<file path="src/hw/mtrdr_defs.vh">
/*
 Constants for the meter display and result register bank: register
 addresses on the device's serial register port, reset values, field
 positions and fixed display patterns.
 Assumes the includer uses the macros at their declared widths.
*/
`ifndef MTRDR_DEFS_VH
`define MTRDR_DEFS_VH

// Register addresses (five address bits of the command byte)
`define MTRDR_ADDR_ULIM 5'h05
`define MTRDR_ADDR_SEGLO 5'h06
`define MTRDR_ADDR_SEGMID 5'h07
`define MTRDR_ADDR_SEGHI 5'h08
`define MTRDR_ADDR_TRIM 5'h09
`define MTRDR_ADDR_RES1 5'h0a
`define MTRDR_ADDR_DISP 5'h0b

// Reset values
`define MTRDR_ULIM_RST_45 16'hb1e0
`define MTRDR_ULIM_RST_35 16'h8300
`define MTRDR_SEG16_RST 16'h0000
`define MTRDR_SEG8_RST 8'h00
`define MTRDR_TRIM_RST 16'h0000
`define MTRDR_RES1_RST 16'h0000
`define MTRDR_DISP_RST 16'h0000

// Low and mid segment word bit 0 always reads zero
`define MTRDR_SEG_ZERO_MASK 16'hfffe

// Digit-4 bits in the mid and high segment words
`define MTRDR_MID_DIG4_MASK 16'he000
`define MTRDR_HI_DIG4_MASK 8'h1f
`define MTRDR_HI_LEADONE_BIT 5

// Underrange pattern, stored form (0 lights): minus, leading one, g dashes
`define MTRDR_UNDER_LO 16'hbfde
`define MTRDR_UNDER_MID 16'heefe
`define MTRDR_UNDER_HI_45 8'hdd
`define MTRDR_UNDER_HI_35 8'hdf

// Alignment of the 16-bit trim to the 20-bit conversion value
`define MTRDR_TRIM_SHIFT 4

`endif

</file>
<file path="src/hw/mtrdr_offset_sub.v">
/*
 Trim subtractor: takes the auto-calibrated conversion value and removes
 the user trim, aligned with the upper sixteen bits of the result.
 Assumes both operands are two's complement and the caller registers it.
*/
`timescale 1ns/1ps
`default_nettype none
`include "mtrdr_defs.vh"

module mtrdr_offset_sub (
    // Operands
    input wire [19:0] calValue,
    input wire [15:0] trimValue,
    // Difference
    output wire [19:0] finalValue
);

    wire [19:0] trimAligned;

    // Trim weighted like the upper result word, wraps modulo 2^20
    assign trimAligned = {trimValue, {`MTRDR_TRIM_SHIFT{1'b0}}};
    assign finalValue = calValue - trimAligned;

endmodule // mtrdr_offset_sub
`default_nettype wire

</file>
<file path="src/hw/mtrdr_result_bank.v">
/*
 Result, limit and display register bank of the panel-meter converter.
 Holds the underrange limit and flag, the three segment words, the user
 trim, the upper result word and the display value, and picks what the
 LCD shows.
 Assumes the serial command decoder, the conversion filter, the peak
 tracker and the control register all run on ref_clk and hand over
 single-cycle strobes; nothing here crosses clock domains.
*/
//
// Summary of operation
// - Underrange limit is 16-bit signed RW, reset by variant to 8300h or B1E0h.
// - A result below the signed limit sets the below-limit flag.
// - Underrange shows minus one then three or four dashes.
// - Segment words drive the glass only while direct select is one.
// - Segment bits are inverted: zero lights, one blanks; reset lights all.
// - Low segment word: 16-bit RW, bits 15..1 digit 2/annunciator/digit 1, bit0 zero.
// - Mid segment word: 16-bit RW, digit 4/minus/digit 3/battery/digit 2, bit0 zero.
// - High segment word: 8-bit RW, peak, hold, leading one, digit 4.
// - Leading-one bit drives fifth pair on 4.5 digits, fourth on 3.5.
// - Digit-4 bits matter only on the 4.5-digit variant.
// - User trim is 16-bit signed RW; result is calibrated input minus trim.
// - Upper result word is 16-bit read-only signed, reset zero.
// - Upper result uses 16 bits on 4.5 digits, bits 15..4 on 3.5; the bank captures all 16 bits on both variants.
// - Display value is 16-bit RW, loaded from result, peak or serial writes.
// - On 3.5 digits the display value keeps 12 bits plus four sub-bits.
// - Source order: segments, user value, hold, peak, then conversion result.
// - Below-limit flag latches; status read clears it unless still underrange.
// - Hold freezes the display value while conversions keep running.
`timescale 1ns/1ps
`default_nettype none
`include "mtrdr_defs.vh"

module mtrdr_result_bank #(
    parameter FOUR_HALF = 1
) (
    // Clock, reset and freeze
    input wire ref_clk,
    input wire rstn,
    input wire clkEn,
    // Register port from the serial command decoder
    input wire [4:0] regAddr,
    input wire regWrEn,
    input wire regRdEn,
    input wire [15:0] regWrData,
    output reg [15:0] regRdData,
    output reg regRdValid,
    // Status register read strobe
    input wire statusRead,
    // Conversion stream from the filter
    input wire convValid,
    input wire [19:0] convCalValue,
    // Peak register value
    input wire [15:0] peakValue,
    // Control bits
    input wire segmentDirectSelect,
    input wire displaySourceUser,
    input wire holdEnable,
    input wire peakEnable,
    // Status towards the status register
    output reg belowLimitFlag,
    output reg [3:0] resultLowNibble,
    // Display driver side
    output reg dispNumeric,
    output reg [15:0] dispValue,
    output reg [37:0] dispSegOn,
    output reg dispFifthPair,
    output reg dispFourthPair
);

    // Source selection codes
    localparam SRC_SEGMENT = 3'd0;
    localparam SRC_USER = 3'd1;
    localparam SRC_HOLD = 3'd2;
    localparam SRC_PEAK = 3'd3;
    localparam SRC_RESULT = 3'd4;

    localparam [15:0] ULIM_RST = FOUR_HALF ? `MTRDR_ULIM_RST_45 : `MTRDR_ULIM_RST_35;
    localparam [7:0] UNDER_HI = FOUR_HALF ? `MTRDR_UNDER_HI_45 : `MTRDR_UNDER_HI_35;

    // Register file
    reg [15:0] underrangeLimit_r;
    reg [15:0] segmentPatternLow_r;
    reg [15:0] segmentPatternMid_r;
    reg [7:0] segmentPatternHigh_r;
    reg [15:0] userOffsetTrim_r;
    reg [15:0] conversionResultUpper_r;
    reg [15:0] displayValue_r;
    reg [15:0] displayValue_nxt;
    // Underrange tracking
    reg underNow_r;
    reg belowLimit_nxt;
    // Display selection
    reg [2:0] dispSrc;
    reg [15:0] rdMux;
    reg [15:0] showLow;
    reg [15:0] showMid;
    reg [7:0] showHigh;

    wire [19:0] convFinal;
    wire [15:0] convUpper;
    wire convBelow;
    wire [37:0] mapSegOn;
    wire mapFifth;
    wire mapFourth;
    wire wrLimit;
    wire wrSegLow;
    wire wrSegMid;
    wire wrSegHigh;
    wire wrTrim;
    wire wrDisp;

    // Signed compare of two 16-bit words, a below b
    function signedBelow;
        input [15:0] a;
        input [15:0] b;
        begin
            signedBelow = $signed(a) < $signed(b);
        end
    endfunction

    // Address match qualified by the write strobe
    function wrHit;
        input [4:0] addr;
        input [4:0] target;
        input strobe;
        begin
            wrHit = strobe && (addr == target);
        end
    endfunction

    // Keep bit 0 of a segment word at zero
    function [15:0] segWord;
        input [15:0] d;
        begin
            segWord = d & `MTRDR_SEG_ZERO_MASK;
        end
    endfunction

    // Trim removal on the incoming conversion
    mtrdr_offset_sub uOffsetSub (
        .calValue(convCalValue),
        .trimValue(userOffsetTrim_r),
        .finalValue(convFinal)
    );

    // Segment mapping of whichever pattern is shown
    mtrdr_seg_map #(
        .FOUR_HALF(FOUR_HALF)
    ) uSegMap (
        .patLow(showLow),
        .patMid(showMid),
        .patHigh(showHigh),
        .segOn(mapSegOn),
        .fifthPositionPair(mapFifth),
        .fourthPositionPair(mapFourth)
    );

    // Upper result word and its compare against the limit
    assign convUpper = convFinal[19:4];
    assign convBelow = signedBelow(convUpper, underrangeLimit_r);

    // Write decode; the result word has no write path
    assign wrLimit = wrHit(regAddr, `MTRDR_ADDR_ULIM, regWrEn);
    assign wrSegLow = wrHit(regAddr, `MTRDR_ADDR_SEGLO, regWrEn);
    assign wrSegMid = wrHit(regAddr, `MTRDR_ADDR_SEGMID, regWrEn);
    assign wrSegHigh = wrHit(regAddr, `MTRDR_ADDR_SEGHI, regWrEn);
    assign wrTrim = wrHit(regAddr, `MTRDR_ADDR_TRIM, regWrEn);
    assign wrDisp = wrHit(regAddr, `MTRDR_ADDR_DISP, regWrEn);

    // Writable configuration registers
    always @(posedge ref_clk or negedge rstn) begin
        if (!rstn) begin
            underrangeLimit_r <= ULIM_RST;
            segmentPatternLow_r <= `MTRDR_SEG16_RST;
            segmentPatternMid_r <= `MTRDR_SEG16_RST;
            segmentPatternHigh_r <= `MTRDR_SEG8_RST;
            userOffsetTrim_r <= `MTRDR_TRIM_RST;
        end else if (clkEn) begin
            if (wrLimit) begin
                underrangeLimit_r <= regWrData;
            end
            if (wrSegLow) begin
                segmentPatternLow_r <= segWord(regWrData);
            end
            if (wrSegMid) begin
                segmentPatternMid_r <= segWord(regWrData);
            end
            if (wrSegHigh) begin
                segmentPatternHigh_r <= regWrData[7:0];
            end
            if (wrTrim) begin
                userOffsetTrim_r <= regWrData;
            end
        end
    end

    // Result capture on each conversion; register writes never reach it
    always @(posedge ref_clk or negedge rstn) begin
        if (!rstn) begin
            conversionResultUpper_r <= `MTRDR_RES1_RST;
            resultLowNibble <= 4'h0;
            underNow_r <= 1'b0;
        end else if (clkEn) begin
            if (convValid) begin
                conversionResultUpper_r <= convUpper;
                resultLowNibble <= convFinal[3:0];
                underNow_r <= convBelow;
            end
        end
    end

    // Display source priority
    always @* begin
        if (segmentDirectSelect) begin
            dispSrc = SRC_SEGMENT;
        end else if (displaySourceUser) begin
            dispSrc = SRC_USER;
        end else if (holdEnable) begin
            dispSrc = SRC_HOLD;
        end else if (peakEnable) begin
            dispSrc = SRC_PEAK;
        end else begin
            dispSrc = SRC_RESULT;
        end
    end

    // Next display value: serial writes always land, feeds by source
    always @* begin
        displayValue_nxt = displayValue_r;
        case (dispSrc)
            SRC_PEAK: begin
                displayValue_nxt = peakValue;
            end
            SRC_RESULT: begin
                if (convValid) begin
                    displayValue_nxt = convUpper;
                end
            end
            SRC_HOLD: begin
                displayValue_nxt = displayValue_r;
            end
            default: begin
                displayValue_nxt = displayValue_r;
            end
        endcase
        if (wrDisp) begin
            displayValue_nxt = regWrData;
        end
    end

    // Display value register, all sixteen bits kept
    always @(posedge ref_clk or negedge rstn) begin
        if (!rstn) begin
            displayValue_r <= `MTRDR_DISP_RST;
        end else if (clkEn) begin
            displayValue_r <= displayValue_nxt;
        end
    end

    // Below-limit flag; a new underrange wins over the clearing read
    always @* begin
        belowLimit_nxt = belowLimitFlag;
        if (statusRead && !underNow_r) begin
            belowLimit_nxt = 1'b0;
        end
        if (convValid && convBelow) begin
            belowLimit_nxt = 1'b1;
        end
    end

    always @(posedge ref_clk or negedge rstn) begin
        if (!rstn) begin
            belowLimitFlag <= 1'b0;
        end else if (clkEn) begin
            belowLimitFlag <= belowLimit_nxt;
        end
    end

    // Pattern fed to the mapper: underrange pattern when not in segment mode and underrange, else segment words
    always @* begin
        showLow = segmentPatternLow_r;
        showMid = segmentPatternMid_r;
        showHigh = segmentPatternHigh_r;
        if (dispSrc != SRC_SEGMENT && underNow_r) begin
            showLow = `MTRDR_UNDER_LO;
            showMid = `MTRDR_UNDER_MID;
            showHigh = UNDER_HI;
        end
    end

    // Display driver outputs, registered
    always @(posedge ref_clk or negedge rstn) begin
        if (!rstn) begin
            dispNumeric <= 1'b0;
            dispValue <= 16'h0000;
            dispSegOn <= {38{1'b0}};
            dispFifthPair <= 1'b0;
            dispFourthPair <= 1'b0;
        end else if (clkEn) begin
            dispNumeric <= (dispSrc != SRC_SEGMENT) && !underNow_r;
            dispValue <= displayValue_nxt;
            if (dispSrc == SRC_SEGMENT || underNow_r) begin
                dispSegOn <= mapSegOn;
                dispFifthPair <= mapFifth;
                dispFourthPair <= mapFourth;
            end else begin
                dispSegOn <= {38{1'b0}};
                dispFifthPair <= 1'b0;
                dispFourthPair <= 1'b0;
            end
        end
    end

    // Read multiplexer; unmapped addresses read zero
    always @* begin
        case (regAddr)
            `MTRDR_ADDR_ULIM: begin
                rdMux = underrangeLimit_r;
            end
            `MTRDR_ADDR_SEGLO: begin
                rdMux = segmentPatternLow_r;
            end
            `MTRDR_ADDR_SEGMID: begin
                rdMux = segmentPatternMid_r;
            end
            `MTRDR_ADDR_SEGHI: begin
                rdMux = {8'h00, segmentPatternHigh_r};
            end
            `MTRDR_ADDR_TRIM: begin
                rdMux = userOffsetTrim_r;
            end
            `MTRDR_ADDR_RES1: begin
                rdMux = conversionResultUpper_r;
            end
            `MTRDR_ADDR_DISP: begin
                rdMux = displayValue_r;
            end
            default: begin
                rdMux = 16'h0000;
            end
        endcase
    end

    // Read data held until the next read
    always @(posedge ref_clk or negedge rstn) begin
        if (!rstn) begin
            regRdData <= 16'h0000;
            regRdValid <= 1'b0;
        end else if (clkEn) begin
            regRdValid <= regRdEn;
            if (regRdEn) begin
                regRdData <= rdMux;
            end
        end
    end

endmodule // mtrdr_result_bank
`default_nettype wire

</file>
<file path="src/hw/mtrdr_seg_map.v">
/*
 Segment mapper: turns the three stored segment words into one vector of
 active-high segment enables for the LCD waveform generator.
 Assumes the words arrive in stored form, where a zero lights a segment.
*/
`timescale 1ns/1ps
`default_nettype none
`include "mtrdr_defs.vh"

module mtrdr_seg_map #(
    parameter FOUR_HALF = 1
) (
    // Stored segment words
    input wire [15:0] patLow,
    input wire [15:0] patMid,
    input wire [7:0] patHigh,
    // Active-high segment enables
    output wire [37:0] segOn,
    output wire fifthPositionPair,
    output wire fourthPositionPair
);

    wire [15:0] midMask;
    wire [7:0] hiMask;
    wire leadingOneSegPair;

    // Digit-4 segments only exist on the 4.5-digit glass
    assign midMask = FOUR_HALF ? 16'hffff : ~`MTRDR_MID_DIG4_MASK;
    assign hiMask = FOUR_HALF ? 8'hff : ~`MTRDR_HI_DIG4_MASK;

    // Inverted polarity: a stored zero lights the segment
    assign segOn = {~patHigh & hiMask, ~patMid[15:1] & midMask[15:1], ~patLow[15:1]};

    // Leading-one pair lands on the fifth or fourth position by variant
    assign leadingOneSegPair = ~patHigh[`MTRDR_HI_LEADONE_BIT];
    assign fifthPositionPair = FOUR_HALF ? leadingOneSegPair : 1'b0;
    assign fourthPositionPair = FOUR_HALF ? 1'b0 : leadingOneSegPair;

endmodule // mtrdr_seg_map
`default_nettype wire

</file>
<file path="config.mk">
export PLATFORM = sky130hd
export DESIGN_NAME = mtrdr_result_bank
export DESIGN_NICKNAME = d
export VERILOG_FILES = /design/src/hw/mtrdr_offset_sub.v /design/src/hw/mtrdr_result_bank.v /design/src/hw/mtrdr_seg_map.v
export VERILOG_INCLUDE_DIRS = /design/src /design/src/hw
export SDC_FILE = /design/constraint.sdc
export NUM_CORES = 1
export LEC_CHECK = 0
export BUFFER_PORTS_ARGS = -buffer_cell sky130_fd_sc_hd__buf_2
export CAP_MARGIN = 20
export CORE_MARGIN = 4
export CORE_UTILIZATION = 45
export DETAILED_ROUTE_END_ITERATION = 12
export GPL_TIMING_DRIVEN = 1
export PLACE_DENSITY_LB_ADDON = 0.05
export SYNTH_ARGS = -nofsm -noshare
export SYNTH_HDL_FRONTEND = slang
export SYNTH_SLANG_ARGS = --single-unit
</file>
<file path="constraint.sdc">
create_clock -name ref_clk -period 3 [get_ports ref_clk]
set_input_delay 0.3 -clock ref_clk [delete_from_list [all_inputs] [get_ports ref_clk]]
set_output_delay 0.3 -clock ref_clk [all_outputs]
set_load 0.01 [all_outputs]
</file>
==> report_table.html, run 1 <==
<table>
<tr><th>Metric</th><th>Value</th></tr>
<tr><th colspan="2">Run status</th></tr>
<tr><td>Status</td><td>complete, but fails checks</td></tr>
<tr><td>Violated checks</td><td>negative setup slack</td></tr>
<tr><th colspan="2">Job</th></tr>
<tr><td>Max-cap check violation count</td><td>0</td></tr>
<tr><th colspan="2">Yosys</th></tr>
<tr><td>Synth top area share</td><td>0.466</td></tr>
<tr><td>Multiplexer share of the synthesized area</td><td>0.0732</td></tr>
<tr><td>Dominant combinational cell family by area after synthesis</td><td>compound AO/OA/AOI/OAI gates</td></tr>
<tr><td>Synthesized netlist net count</td><td>944</td></tr>
<tr><td>Adder-cell area share of the yosys netlist</td><td>0.0469</td></tr>
<tr><td>Most common flop cell mapped by yosys</td><td>dfrtp_1</td></tr>
<tr><td>Cell type with the highest aggregate area in the netlist</td><td>dfrtp_1</td></tr>
<tr><td>Netlist area before placement</td><td>8430 um^2</td></tr>
<tr><td>Most common cell in the synthesized netlist</td><td>dfrtp_1</td></tr>
<tr><td>Count of flip-flops with a built-in enable after synthesis</td><td>0</td></tr>
<tr><td>Mean post-synth cell area</td><td>9.97 um^2</td></tr>
<tr><td>Post-Synth XOR/XNOR Area</td><td>0.0146</td></tr>
<tr><td>Fraction of the yosys area taken by sequential cells</td><td>0.488</td></tr>
<tr><td>Synthesized-area fraction occupied by and/or/nand/nor cells</td><td>0.118</td></tr>
<tr><td>Synth Warn #</td><td>0</td></tr>
<tr><td>Leading post-synthesis cells by instance count</td><td>dfrtp_1 (157), o21ai_0 (84), inv_1 (81)</td></tr>
<tr><td>Distinct cells, synth</td><td>61</td></tr>
<tr><td>Post-synthesis compound-gate area fraction</td><td>0.197</td></tr>
<tr><td>Post-synthesis register bit count</td><td>164</td></tr>
<tr><td>Share of synthesized flip-flops with an asynchronous set or reset</td><td>1.00</td></tr>
<tr><td>Ranking of synthesized cells by area</td><td>dfrtp_1 (47%), mux2_2 (5.3%), o21ai_0 (5.0%)</td></tr>
<tr><td>Instance count of the mapped netlist</td><td>845</td></tr>
<tr><th colspan="2">Critical path</th></tr>
<tr><td>CP Max Fanout</td><td>3</td></tr>
<tr><td>Worst reg-to-reg path cell count</td><td>15</td></tr>
<tr><td>Critical path capture point type</td><td>register</td></tr>
<tr><td>Critical path startpoint category</td><td>register</td></tr>
<tr><td>Critical path origin</td><td>userOffsetTrim_r[0]$_DFFE_PN0P_</td></tr>
<tr><td>CP Class</td><td>register to register</td></tr>
<tr><td>Data arrival time of the worst path</td><td>3410 ps</td></tr>
<tr><td>Required time of the critical path</td><td>3360 ps</td></tr>
<tr><td>Critical register-to-register path startpoint</td><td>userOffsetTrim_r[0]$_DFFE_PN0P_</td></tr>
<tr><td>Endpoint of the worst-slack reg-to-reg timing path</td><td>underNow_r$_DFFE_PN0P_</td></tr>
<tr><td>Slack of the worst reg-to-reg path</td><td>-50 ps</td></tr>
<tr><th colspan="2">Clock tree</th></tr>
<tr><td>Number of buffers inserted during clock tree synthesis</td><td>17</td></tr>
<tr><td>Clock sink count</td><td>164</td></tr>
<tr><td>Bufs on Longest Clock Path</td><td>2</td></tr>
<tr><td>TritonCTS clock tree</td><td>built</td></tr>
<tr><td>Clock tree root driver cell</td><td>clkbuf_16</td></tr>
<tr><td>Clk_lat worst skew</td><td>430 ps</td></tr>
<tr><td>Register clock-pin slew on the reported worst setup and hold paths</td><td>70 ps</td></tr>
<tr><td>H-tree depth reported by CTS</td><td>4</td></tr>
<tr><th colspan="2">STA</th></tr>
<tr><td>Final Hold Slack</td><td>93.8 ps</td></tr>
<tr><td>Setup Viol. Count Final</td><td>2</td></tr>
<tr><td>RSZ-0062 raised after global routing</td><td>yes</td></tr>
<tr><td>Final Max Tran Viols</td><td>0</td></tr>
<tr><td>Post-route setup slack</td><td>-52.9 ps</td></tr>
<tr><td>Clock Skew</td><td>9.12 ps</td></tr>
<tr><td>Measured slew at the worst slew-check pin</td><td>737 ps</td></tr>
<tr><td>Min cycle time layout</td><td>3050 ps</td></tr>
<tr><td>Endpoints failing hold</td><td>0</td></tr>
<tr><td>Worst slew margin</td><td>0.508</td></tr>
<tr><td>Final worst path period share</td><td>1.02</td></tr>
<tr><td>Highest clock rate</td><td>0.328 GHz</td></tr>
<tr><th colspan="2">Placed design</th></tr>
<tr><td>GPL Wtd Cong</td><td>0.949</td></tr>
<tr><td>Total half-perimeter wirelength after legalization and detailed placement</td><td>19000 um</td></tr>
<tr><td>Post-DP Area</td><td>9690 um^2</td></tr>
<tr><td>Port-buffer cells</td><td>145</td></tr>
<tr><th colspan="2">Drt</th></tr>
<tr><td>Vias per cell</td><td>5.63</td></tr>
<tr><td>Total via count in the routed design</td><td>7135</td></tr>
<tr><td>DR DRC count</td><td>0</td></tr>
<tr><td>Wirelength, routed</td><td>25000 um</td></tr>
<tr><td>DRC violation total after the first TritonRoute iteration</td><td>524</td></tr>
<tr><td>Detail Route Antenna Nets</td><td>0</td></tr>
<tr><td>First-pass iteration count of the detailed router</td><td>6</td></tr>
<tr><td>Average routed wire per standard cell</td><td>19.7 um</td></tr>
<tr><th colspan="2">Finish</th></tr>
<tr><td>Fin area</td><td>10400 um^2</td></tr>
<tr><td>Antenna diode instance count</td><td>0</td></tr>
<tr><td>Share of cells above drive strength 1</td><td>0.298</td></tr>
<tr><td>Synthesis-to-layout area growth</td><td>23.0%</td></tr>
<tr><td>Layout Utilization</td><td>0.569</td></tr>
<tr><td>Multi-input gate area in the final layout</td><td>3850 um^2</td></tr>
<tr><td>Layout fillers</td><td>1672</td></tr>
<tr><td>Total Nets Final</td><td>1125</td></tr>
<tr><td>Storage element area</td><td>4110 um^2</td></tr>
<tr><th colspan="2">Power and ir drop</th></tr>
<tr><td>Power density cells</td><td>691 nW/um^2</td></tr>
<tr><td>Worst ir drop on vdd</td><td>0.000444 V</td></tr>
<tr><td>Leakage power summed over all cells</td><td>5.10 nW</td></tr>
<tr><th colspan="2">Worst hold path</th></tr>
<tr><td>Start point of the worst min-delay path</td><td>convCalValue[3]</td></tr>
<tr><td>Cells on Worst Hold Path</td><td>2</td></tr>
<tr><td>Class of the tightest hold or removal check</td><td>primary input to register</td></tr>
<tr><td>Worst Hold Path EP</td><td>resultLowNibble[3]$_DFFE_PN0P_</td></tr>
<tr><th colspan="2">Global routing</th></tr>
<tr><td>Largest net degree at the start of global routing</td><td>77</td></tr>
<tr><td>Total global-route track usage</td><td>0.242</td></tr>
<tr><td>Initial antenna violation count</td><td>0</td></tr>
<tr><td>First-pass GRT wire length</td><td>38700 um</td></tr>
<tr><td>Global-route congestion overflow total</td><td>0</td></tr>
<tr><td>Vias in the first global route</td><td>6747</td></tr>
<tr><th colspan="2">Die</th></tr>
<tr><td>Height of the die</td><td>145 um</td></tr>
<tr><td>Initial core utilization</td><td>0.463</td></tr>
<tr><td>Standard cell core area</td><td>18200 um^2</td></tr>
<tr><td>Horizontal extent of the die</td><td>145 um</td></tr>
<tr><td>Die Area</td><td>21000 um^2</td></tr>
<tr><td>Top Ports</td><td>147</td></tr>
<tr><td>Total number of placement rows</td><td>49</td></tr>
</table>
## worst max-delay path by stage
stage | endpoint | cells after the start
final | underNow_r$_DFFE_PN0P_ | 15
after global routing | underNow_r$_DFFE_PN0P_ | 15
after CTS | underNow_r$_DFFE_PN0P_ | 15
after detailed placement | underNow_r$_DFFE_PN0P_ | 17
after global placement | belowLimitFlag$_DFFE_PN0P_ | 17
after floorplan | underNow_r$_DFFE_PN0P_ | 15
## sequential cells by signal, summed over array words and instances, names as in the netlist
signal / count
belowLimitFlag: 1
conversionResultUpper_r: 16
dispFifthPair: 1
dispNumeric: 1
dispSegOn: 37
dispValue: 16
regRdData: 16
regRdValid: 1
resultLowNibble: 4
segmentPatternHigh_r: 8
segmentPatternLow_r: 15
segmentPatternMid_r: 15
underNow_r: 1
underrangeLimit_r: 16
userOffsetTrim_r: 16
## report_power, final
group	total (W)	switching (W)	internal, W	leakage (nW)
registers	0.00293	0.000308	0.00262	2.00
logic	0.00202	0.00109	0.000933	2.81
clock network	0.00222	0.000968	0.00125	0.296
## critical path, stage by stage (launching register included)
cell      delay, ps
dfrtp_1         350
ha_2            190
inv_2            40
fa_2            340
a211oi_2        230
o21bai_2        120
a211o_1         320
a41oi_2         160
xor2_1          190
inv_1            60
ha_1            280
nand2_2          70
a21oi_2         120
o22ai_2          90
or3_1           330
nand3_1          90
## routing by layer
metal | vias to the layer above | track usage | share of wire
met5 | - | 0 | 0
li1 | 3372 | - | -
met2 | 273 | 0.349 | 0.43
met1 | 3469 | 0.380 | 0.49
met4 | 0 | 0.0515 | 0.0087
met3 | 21 | 0.0421 | 0.067
## stage by stage
step                      setup WS, ps  instances  power [W]  setup TNS, ps
after floorplan                   1.51        845    0.00397              0
after global placement            -296       1232    0.00485           -591
after detailed placement          -319       1232    0.00488           -636
after CTS                        -77.8       1268    0.00715           -140
after global routing              -267       1268    0.00756           -515
final                            -52.9       1268    0.00717          -90.5
## cells by family (layout without fill, tap and decap cells)
kind of cell,count (synthesis),count (layout)
DFF,164,164
other,1,1
and+or+nand+nor,188,188
adders and majority gates,31,31
muxes,55,55
buffers and inverters,127,321
AOI/OAI and AO/OA,265,265
xor gates and xnor gates,14,14
## cells in the final DEF, fill, tap and decap left out, types with 4 or more instances in the layout
cell type    n
dfrtp_1    157
buf_2      144
o21ai_0     81
inv_1       80
nand2_1     76
buf_4       61
a21oi_1     45
mux2_2      40
a22oi_1     39
nand3b_1    34
ha_1        29
nor2_1      27
a21o_1      18
o21ai_1     18
a31oi_1     17
clkbuf_16   17
mux2_1      13
nand3_1     10
a222oi_1     8
xnor2_1      7
inv_6        7
dfstp_2      7
and3_1       6
xor2_1       6
a221oi_1     6
nor3_1       5
nand2b_1     4
and2_1       4
nor3_2       4
or3_1        4
## area by class of cell
cell class / count / area share
Timing Repair Buffer: 208 / 0.118
Clock buffer: 17 / 0.0410
Inverter: 81 / 0.0293
Tap cell: 229 / 0.0276
Multi-Input combinational cell: 554 / 0.371
Clock inverter: 15 / 0.0163
Sequential cell: 164 / 0.397
## repair_timing
action                                  CTS  global route
cloned                                    0             0
setup buffers                             3             0
hold buffers                              1             0
endpoints found under the hold margin    69             0
pin swaps                                 5             1
resized for setup                         4            10
endpoints found under the setup margin    2             2
Note: power is estimated with default switching activity, not from simulation.
==> run 2: changes to the inputs <==
--- a/config.mk
+++ b/config.mk
@@ -9,10 +9,12 @@
 export BUFFER_PORTS_ARGS = -buffer_cell sky130_fd_sc_hd__buf_2
 export CAP_MARGIN = 20
 export CORE_MARGIN = 4
-export CORE_UTILIZATION = 45
+export CORE_UTILIZATION = 52
 export DETAILED_ROUTE_END_ITERATION = 12
 export GPL_TIMING_DRIVEN = 1
 export PLACE_DENSITY_LB_ADDON = 0.05
+export SLEW_MARGIN = 0
 export SYNTH_ARGS = -nofsm -noshare
 export SYNTH_HDL_FRONTEND = slang
+export SYNTH_HIERARCHICAL = 1
 export SYNTH_SLANG_ARGS = --single-unit
==> report_table.html, run 2 <==
<table>
<tr><th>Metric</th><th>Value</th></tr>
<tr><th colspan="2">Clock tree</th></tr>
<tr><td>Number of buffers inserted during clock tree synthesis</td><td>17</td></tr>
<tr><td>TritonCTS clock tree</td><td>built</td></tr>
<tr><td>Clock sink count</td><td>166</td></tr>
<tr><td>Clock tree root driver cell</td><td>clkbuf_16</td></tr>
<tr><td>Register clock-pin slew on the reported worst setup and hold paths</td><td>70 ps</td></tr>
<tr><td>Bufs on Longest Clock Path</td><td>2</td></tr>
<tr><td>Clk_lat worst skew</td><td>430 ps</td></tr>
<tr><td>H-tree depth reported by CTS</td><td>4</td></tr>
<tr><th colspan="2">Placed design</th></tr>
<tr><td>GPL Wtd Cong</td><td>0.927</td></tr>
<tr><td>Count of placed standard cells including taps</td><td>1309</td></tr>
<tr><td>Total half-perimeter wirelength after legalization and detailed placement</td><td>18600 um</td></tr>
<tr><td>Port-buffer cells</td><td>146</td></tr>
<tr><th colspan="2">STA</th></tr>
<tr><td>RSZ-0062 raised after global routing</td><td>yes</td></tr>
<tr><td>Setup Viol. Count Final</td><td>2</td></tr>
<tr><td>Post-route setup slack</td><td>-138 ps</td></tr>
<tr><td>Final worst path period share</td><td>1.05</td></tr>
<tr><td>Final Max Tran Viols</td><td>0</td></tr>
<tr><td>Clock Skew</td><td>13.8 ps</td></tr>
<tr><td>Highest clock rate</td><td>0.319 GHz</td></tr>
<tr><td>Endpoints failing hold</td><td>0</td></tr>
<tr><td>Worst slew margin</td><td>0.563</td></tr>
<tr><td>Min cycle time layout</td><td>3140 ps</td></tr>
<tr><td>Measured slew at the worst slew-check pin</td><td>655 ps</td></tr>
<tr><th colspan="2">Job</th></tr>
<tr><td>Max-cap check violation count</td><td>0</td></tr>
<tr><th colspan="2">Die</th></tr>
<tr><td>Initial core utilization</td><td>0.538</td></tr>
<tr><td>Standard cell core area</td><td>16800 um^2</td></tr>
<tr><td>Top Ports</td><td>147</td></tr>
<tr><td>Total number of placement rows</td><td>47</td></tr>
<tr><td>Die Area</td><td>19500 um^2</td></tr>
<tr><td>Horizontal extent of the die</td><td>140 um</td></tr>
<tr><td>Height of the die</td><td>140 um</td></tr>
<tr><th colspan="2">Critical path</th></tr>
<tr><td>Crit path largest cell delay</td><td>390 ps</td></tr>
<tr><td>Critical register-to-register path startpoint</td><td>userOffsetTrim_r[7]$_DFFE_PN0P_</td></tr>
<tr><td>CP Max Fanout</td><td>2</td></tr>
<tr><td>Critical path capture point type</td><td>register</td></tr>
<tr><td>Most prevalent standard cell on the critical path</td><td>ha_1</td></tr>
<tr><td>Data arrival time of the worst path</td><td>3430 ps</td></tr>
<tr><td>Crit-path cells</td><td>inv_1 &gt; ha_1 &gt; a21o_1 &gt; a2bb2oi_1 &gt; a31oi_1 &gt; a211oi_2 &gt; xnor2_1 &gt; ha_1 &gt; nand4_1 &gt; a211o_1 &gt; nor4_4 &gt; or4_4 &gt; nand3_2</td></tr>
<tr><td>Critical path startpoint category</td><td>register</td></tr>
<tr><td>Cell at the slowest stage of the critical path</td><td>dfrtp_1</td></tr>
<tr><td>Critical path origin</td><td>userOffsetTrim_r[7]$_DFFE_PN0P_</td></tr>
<tr><td>CP Class</td><td>register to register</td></tr>
<tr><td>Required time of the critical path</td><td>3290 ps</td></tr>
<tr><th colspan="2">Finish</th></tr>
<tr><td>Share of cells above drive strength 1</td><td>0.328</td></tr>
<tr><td>Number of flip-flops under the largest register name</td><td>38</td></tr>
<tr><td>Total Nets Final</td><td>1212</td></tr>
<tr><td>Register name with the most flops</td><td>dispSegOn</td></tr>
<tr><td>Non-filler cells, final</td><td>1346</td></tr>
<tr><td>Leading cell types in the layout, fill and taps excluded</td><td>dfrtp_1 (159), buf_2 (145), nand2_1 (119)</td></tr>
<tr><td>Most frequent standard cell in the layout excluding fill and tap cells</td><td>dfrtp_1</td></tr>
<tr><td>Layout Utilization</td><td>0.662</td></tr>
<tr><td>Synthesis-to-layout area growth</td><td>23.1%</td></tr>
<tr><td>Antenna diode instance count</td><td>0</td></tr>
<tr><th colspan="2">Run status</th></tr>
<tr><td>Status</td><td>complete, but fails checks</td></tr>
<tr><td>Violated checks</td><td>negative setup slack</td></tr>
<tr><th colspan="2">Global routing</th></tr>
<tr><td>Global-route congestion overflow total</td><td>0</td></tr>
<tr><td>Largest net degree at the start of global routing</td><td>65</td></tr>
<tr><td>Initial antenna violation count</td><td>0</td></tr>
<tr><td>First-pass GRT wire length</td><td>39400 um</td></tr>
<tr><td>Total global-route track usage</td><td>0.255</td></tr>
<tr><td>Vias in the first global route</td><td>6964</td></tr>
<tr><th colspan="2">Power and ir drop</th></tr>
<tr><td>Power density cells</td><td>684 nW/um^2</td></tr>
<tr><td>Leakage power summed over all cells</td><td>5.63 nW</td></tr>
<tr><td>Worst ir drop on vdd</td><td>0.000417 V</td></tr>
<tr><th colspan="2">Drt</th></tr>
<tr><td>DR DRC count</td><td>0</td></tr>
<tr><td>Vias per cell</td><td>5.37</td></tr>
<tr><td>Total via count in the routed design</td><td>7230</td></tr>
<tr><td>Detail Route Antenna Nets</td><td>0</td></tr>
<tr><td>DRC violation total after the first TritonRoute iteration</td><td>496</td></tr>
<tr><td>First-pass iteration count of the detailed router</td><td>5</td></tr>
<tr><td>Average routed wire per standard cell</td><td>18.3 um</td></tr>
<tr><td>Wirelength, routed</td><td>24700 um</td></tr>
<tr><th colspan="2">Yosys</th></tr>
<tr><td>Synth Warn #</td><td>6</td></tr>
<tr><td>Synthesized netlist net count</td><td>1022</td></tr>
<tr><td>Netlist area before placement</td><td>9020 um^2</td></tr>
<tr><td>Instance count of the mapped netlist</td><td>923</td></tr>
<tr><td>Mean post-synth cell area</td><td>9.77 um^2</td></tr>
<tr><th colspan="2">Worst hold path</th></tr>
<tr><td>Class of the tightest hold or removal check</td><td>primary input to register</td></tr>
<tr><td>Start point of the worst min-delay path</td><td>convCalValue[1]</td></tr>
</table>
==> run 2: area by class of cell <==
type                            count  area (um^2)
Clock buffer                       20          457
Sequential cell                   166         4160
Timing Repair Buffer              227         1360
Tap cell                          220          275
Fill cell                        1408         5660
Clock inverter                     12          141
Multi-Input combinational cell    585         4270
Inverter                          116          435
==> run 2: worst max-delay path, delay by kind of cell (launching register included) <==
kind / cells / cell delay [ps]
and+or+nand+nor: 4 / 660
AOI/OAI and AO/OA: 5 / 1150
buffers and inverters: 1 / 110
adders and majority gates: 2 / 570
xor gates and xnor gates: 1 / 120
DFF: 1 / 390
==> run 2: routing by layer <==
metal,global-route usage,vias to the layer above,wire length (um)
met3,0.0391,39,1550
met2,0.367,248,10500
met4,0.0745,0,488
met5,0,-,0
met1,0.398,3417,12100
li1,-,3526,-
==> run 2: what timing repair did <==
action                     4_1_cts  5_1_grt
setup endpoints to repair        2        2
hold buffers                     1        0
pin swaps                        2        9
hold endpoints to repair        59        0
resized for setup                5       21
buffers inserted                 1        3
==> run 2: path summary, 6_finish.rpt <==
check / endpoint / slack [ps] / cells after the start
min: resultLowNibble[1]$_DFFE_PN0P_ / 100 / 2
min in group asynchronous: dispFifthPair$_DFFE_PN0P_ / 410 / 2
max in group asynchronous: userOffsetTrim_r[5]$_DFFE_PN0P_ / 1800 / 3
max reg2reg: underNow_r$_DFFE_PN0P_ / -140 / 13
max: underNow_r$_DFFE_PN0P_ / -140 / 13
min reg2reg: regRdData[2]$_DFFE_PN0P_ / 470 / 1
==> run 2: where the power goes <==
group	internal [W]	switching [W]	leakage [nW]
combinational	0.00110	0.00124	3.26
clock	0.00128	0.000928	0.288
sequential	0.00273	0.000319	2.08
==> run 2: stage by stage <==
| stage | instance area, um^2 | total power (W) | TNS, ps | worst slack [ps] | hold slack [ps] |
|---|---|---|---|---|---|
| after floorplan | 9030 | 0.00430 | 0 | 33.6 | 4.41 |
| after global placement | 10300 | 0.00525 | -428 | -214 | 324 |
| after detailed placement | 10300 | 0.00530 | -546 | -281 | 320 |
| after CTS | 11000 | 0.00755 | -272 | -143 | 81.6 |
| after global routing | 11100 | 0.00807 | -627 | -316 | 83.1 |
| final | 11100 | 0.00760 | -273 | -138 | 96.8 |
==> run 3: changes to the inputs <==
--- a/config.mk
+++ b/config.mk
@@ -6,6 +6,7 @@
 export SDC_FILE = /design/constraint.sdc
 export NUM_CORES = 1
 export LEC_CHECK = 0
+export ABC_AREA = 1
 export BUFFER_PORTS_ARGS = -buffer_cell sky130_fd_sc_hd__buf_2
 export CAP_MARGIN = 20
 export CORE_MARGIN = 4
==> report_table.html, run 3 <==
<table>
<tr><th>Metric</th><th>Value</th></tr>
<tr><th colspan="2">Run status</th></tr>
<tr><td>Status</td><td>completed</td></tr>
<tr><th colspan="2">Drt</th></tr>
<tr><td>Detail Route Antenna Nets</td><td>0</td></tr>
<tr><td>First-pass iteration count of the detailed router</td><td>5</td></tr>
<tr><td>Wirelength, routed</td><td>25000 um</td></tr>
<tr><td>DR DRC count</td><td>0</td></tr>
<tr><td>Average routed wire per standard cell</td><td>16.6 um</td></tr>
<tr><td>DRC violation total after the first TritonRoute iteration</td><td>753</td></tr>
<tr><td>Total via count in the routed design</td><td>7875</td></tr>
<tr><td>Vias per cell</td><td>5.23</td></tr>
<tr><th colspan="2">Finish</th></tr>
<tr><td>Synthesis-to-layout area growth</td><td>17.3%</td></tr>
<tr><td>Antenna diode instance count</td><td>0</td></tr>
<tr><td>Register name with the most flops</td><td>dispSegOn</td></tr>
<tr><td>Leading cell types in the layout, fill and taps excluded</td><td>nand2_1 (324), inv_1 (211), dfrtp_1 (159)</td></tr>
<tr><td>Share of cells above drive strength 1</td><td>0.170</td></tr>
<tr><td>Most frequent standard cell in the layout excluding fill and tap cells</td><td>nand2_1</td></tr>
<tr><td>Layout fillers</td><td>1530</td></tr>
<tr><td>Non-filler cells, final</td><td>1507</td></tr>
<tr><td>Total Nets Final</td><td>1374</td></tr>
<tr><td>Number of flip-flops under the largest register name</td><td>38</td></tr>
<tr><th colspan="2">Die</th></tr>
<tr><td>Standard cell core area</td><td>16600 um^2</td></tr>
<tr><td>Height of the die</td><td>139 um</td></tr>
<tr><td>Total number of placement rows</td><td>47</td></tr>
<tr><td>Top Ports</td><td>147</td></tr>
<tr><td>Die Area</td><td>19200 um^2</td></tr>
<tr><td>Initial core utilization</td><td>0.534</td></tr>
<tr><td>Horizontal extent of the die</td><td>139 um</td></tr>
<tr><th colspan="2">Global routing</th></tr>
<tr><td>First-pass GRT wire length</td><td>40400 um</td></tr>
<tr><td>Vias in the first global route</td><td>7426</td></tr>
<tr><td>Met3 capacity usage during global routing</td><td>0.0555</td></tr>
<tr><td>Initial antenna violation count</td><td>0</td></tr>
<tr><td>Met2 usage in global routing</td><td>0.396</td></tr>
<tr><td>Largest net degree at the start of global routing</td><td>55</td></tr>
<tr><td>Global-route congestion overflow total</td><td>0</td></tr>
<tr><td>Gr busiest metal</td><td>met1</td></tr>
<tr><td>Global-route met1 utilization</td><td>0.399</td></tr>
<tr><td>Total global-route track usage</td><td>0.263</td></tr>
<tr><th colspan="2">STA</th></tr>
<tr><td>Endpoints failing hold</td><td>0</td></tr>
<tr><td>RSZ-0062 raised after global routing</td><td>no</td></tr>
<tr><td>Min cycle time layout</td><td>2670 ps</td></tr>
<tr><td>Measured slew at the worst slew-check pin</td><td>853 ps</td></tr>
<tr><td>Setup tns final</td><td>0 ps</td></tr>
<tr><td>Setup Viol. Count Final</td><td>0</td></tr>
<tr><td>Highest clock rate</td><td>0.374 GHz</td></tr>
<tr><td>Final worst path period share</td><td>0.890</td></tr>
<tr><td>Worst slew margin</td><td>0.430</td></tr>
<tr><td>Post-route setup slack</td><td>329 ps</td></tr>
<tr><td>Clock Skew</td><td>10.9 ps</td></tr>
<tr><td>Final Max Tran Viols</td><td>0</td></tr>
<tr><th colspan="2">Clock tree</th></tr>
<tr><td>Bufs on Longest Clock Path</td><td>2</td></tr>
<tr><td>Total setup buffers inserted after CTS</td><td>0</td></tr>
<tr><td>TritonCTS clock tree</td><td>built</td></tr>
<tr><td>H-tree depth reported by CTS</td><td>4</td></tr>
<tr><td>Clk_lat worst skew</td><td>430 ps</td></tr>
<tr><td>Number of buffers inserted during clock tree synthesis</td><td>17</td></tr>
<tr><td>Clock tree root driver cell</td><td>clkbuf_16</td></tr>
<tr><td>Clock sink count</td><td>166</td></tr>
<tr><td>Register clock-pin slew on the reported worst setup and hold paths</td><td>70 ps</td></tr>
<tr><th colspan="2">Power and ir drop</th></tr>
<tr><td>Switching Share</td><td>0.341</td></tr>
<tr><td>Internal power consumption</td><td>0.00460 W</td></tr>
<tr><td>Power density cells</td><td>670 nW/um^2</td></tr>
<tr><td>Clock Power Share</td><td>0.312</td></tr>
<tr><td>Sequential cell fraction of total power</td><td>0.416</td></tr>
<tr><td>Leakage power summed over all cells</td><td>5.69 nW</td></tr>
<tr><td>Worst ir drop on vdd</td><td>0.000410 V</td></tr>
<tr><td>Combinational Power Share</td><td>0.272</td></tr>
<tr><td>Switching power</td><td>0.00238 W</td></tr>
<tr><th colspan="2">Placed design</th></tr>
<tr><td>Port-buffer cells</td><td>146</td></tr>
<tr><td>Total half-perimeter wirelength after legalization and detailed placement</td><td>18800 um</td></tr>
<tr><td>GPL Wtd Cong</td><td>0.880</td></tr>
<tr><td>Count of placed standard cells including taps</td><td>1475</td></tr>
<tr><td>DP Worst Slack</td><td>330 ps</td></tr>
<tr><th colspan="2">Yosys</th></tr>
<tr><td>Synthesized netlist net count</td><td>1240</td></tr>
<tr><td>Mean post-synth cell area</td><td>7.79 um^2</td></tr>
<tr><td>Synth Warn #</td><td>6</td></tr>
<tr><td>Instance count of the mapped netlist</td><td>1141</td></tr>
<tr><td>Netlist area before placement</td><td>8880 um^2</td></tr>
<tr><th colspan="2">Critical path</th></tr>
<tr><td>Data arrival time of the worst path</td><td>3040 ps</td></tr>
<tr><td>Critical path startpoint category</td><td>register</td></tr>
<tr><td>Critical path capture point type</td><td>register</td></tr>
<tr><td>CP Max Fanout</td><td>4</td></tr>
<tr><td>CP Class</td><td>register to register</td></tr>
<tr><td>Required time of the critical path</td><td>3360 ps</td></tr>
<tr><th colspan="2">Job</th></tr>
<tr><td>Max-cap check violation count</td><td>0</td></tr>
<tr><th colspan="2">Worst hold path</th></tr>
<tr><td>Class of the tightest hold or removal check</td><td>primary input to register</td></tr>
</table>
==> run 3: changes by cell type in the layout (fill, tap and decap cells not counted), moves of 20 or more <==
cell / before / now
nand2_1: 119 / 324
inv_1: 116 / 211
mux2_2: 66 / 0
buf_4: 79 / 20
nand2b_1: 40 / 0
a22o_1: 4 / 40
o211ai_1: 2 / 33
nand3_1: 6 / 35
o21ai_0: 99 / 127
mux2i_1: 20 / 0
==> run 3: final cells by class <==
cell class,instances,area [um^2],share of cell area
clock inverters,13,138,0.0132
well taps,220,275,0.0264
multi-input cells,707,3680,0.353
repair buffers,168,917,0.0880
clock buffers,18,439,0.0422
flip-flops and latches,166,4160,0.400
inverters,215,807,0.0775
==> run 3: path summary, 6_finish.rpt <==
path,from,end,slack [ps],depth (start not counted)
max,userOffsetTrim_r[2]$_DFFE_PN0P_,underNow_r$_DFFE_PN0P_,330,19
min,convCalValue[3],resultLowNibble[3]$_DFFE_PN0P_,70,3
max reg2reg,userOffsetTrim_r[2]$_DFFE_PN0P_,underNow_r$_DFFE_PN0P_,330,19
min reg2reg,regRdValid$_DFFE_PN0P_,regRdValid$_DFFE_PN0P_,470,2
max in group asynchronous,rstn,dispSegOn[5]$_DFFE_PN0P_,1720,3
min in group asynchronous,rstn,dispFourthPair$_DFFE_PN0P_,390,2
==> run 3: what timing repair did <==
action,CTS,global route
setup endpoints to repair,0,2
hold buffers,1,0
gates resized for setup,0,1
endpoints found under the hold margin,51,0
==> run 3: per-layer routing <==
metal / vias up / part of all wire
li1: 3888 / -
met3: 12 / 0.081
met5: - / 0
met4: 0 / 0.0066
met2: 275 / 0.43
met1: 3700 / 0.48
==> run 3: worst max-delay path, cell delays in order, from the launching register on <==
cell,delay (ps)
dfrtp_1,370
inv_1,50
ha_1,330
or2_1,260
nand3_1,90
nand2_1,100
nand2_1,100
nand2_1,70
nand2_1,50
nand2_1,90
ha_1,300
nand2_1,60
inv_1,30
o21ai_0,160
a21oi_1,90
nor2_1,120
nand2_1,80
nand2_1,60
nand3_1,90
nand2_1,80
==> run 3: power by group through the flow <==
| stage | combinational [W] | sequential, W | clock, W |
|---|---|---|---|
| global route | 0.00217 | 0.00296 | 0.00232 |
| global placement | 0.00187 | 0.00293 | 0 |
| finish | 0.00190 | 0.00291 | 0.00218 |
| floorplan | 0.00112 | 0.00301 | 0 |
| CTS | 0.00191 | 0.00291 | 0.00221 |
| detailed placement | 0.00189 | 0.00294 | 0 |
==> run 3: stage by stage <==
step | total power, W | instance area (um^2) | hold slack [ps] | util
CTS | 0.00702 | 10400 | 52.9 | 0.626
floorplan | 0.00412 | 8880 | 4.41 | -
finish | 0.00698 | 10400 | 65.9 | 0.626
detailed placement | 0.00483 | 9830 | 298 | 0.590
global route | 0.00745 | 10400 | 58.1 | 0.626
global placement | 0.00480 | 9830 | 305 | 0.590
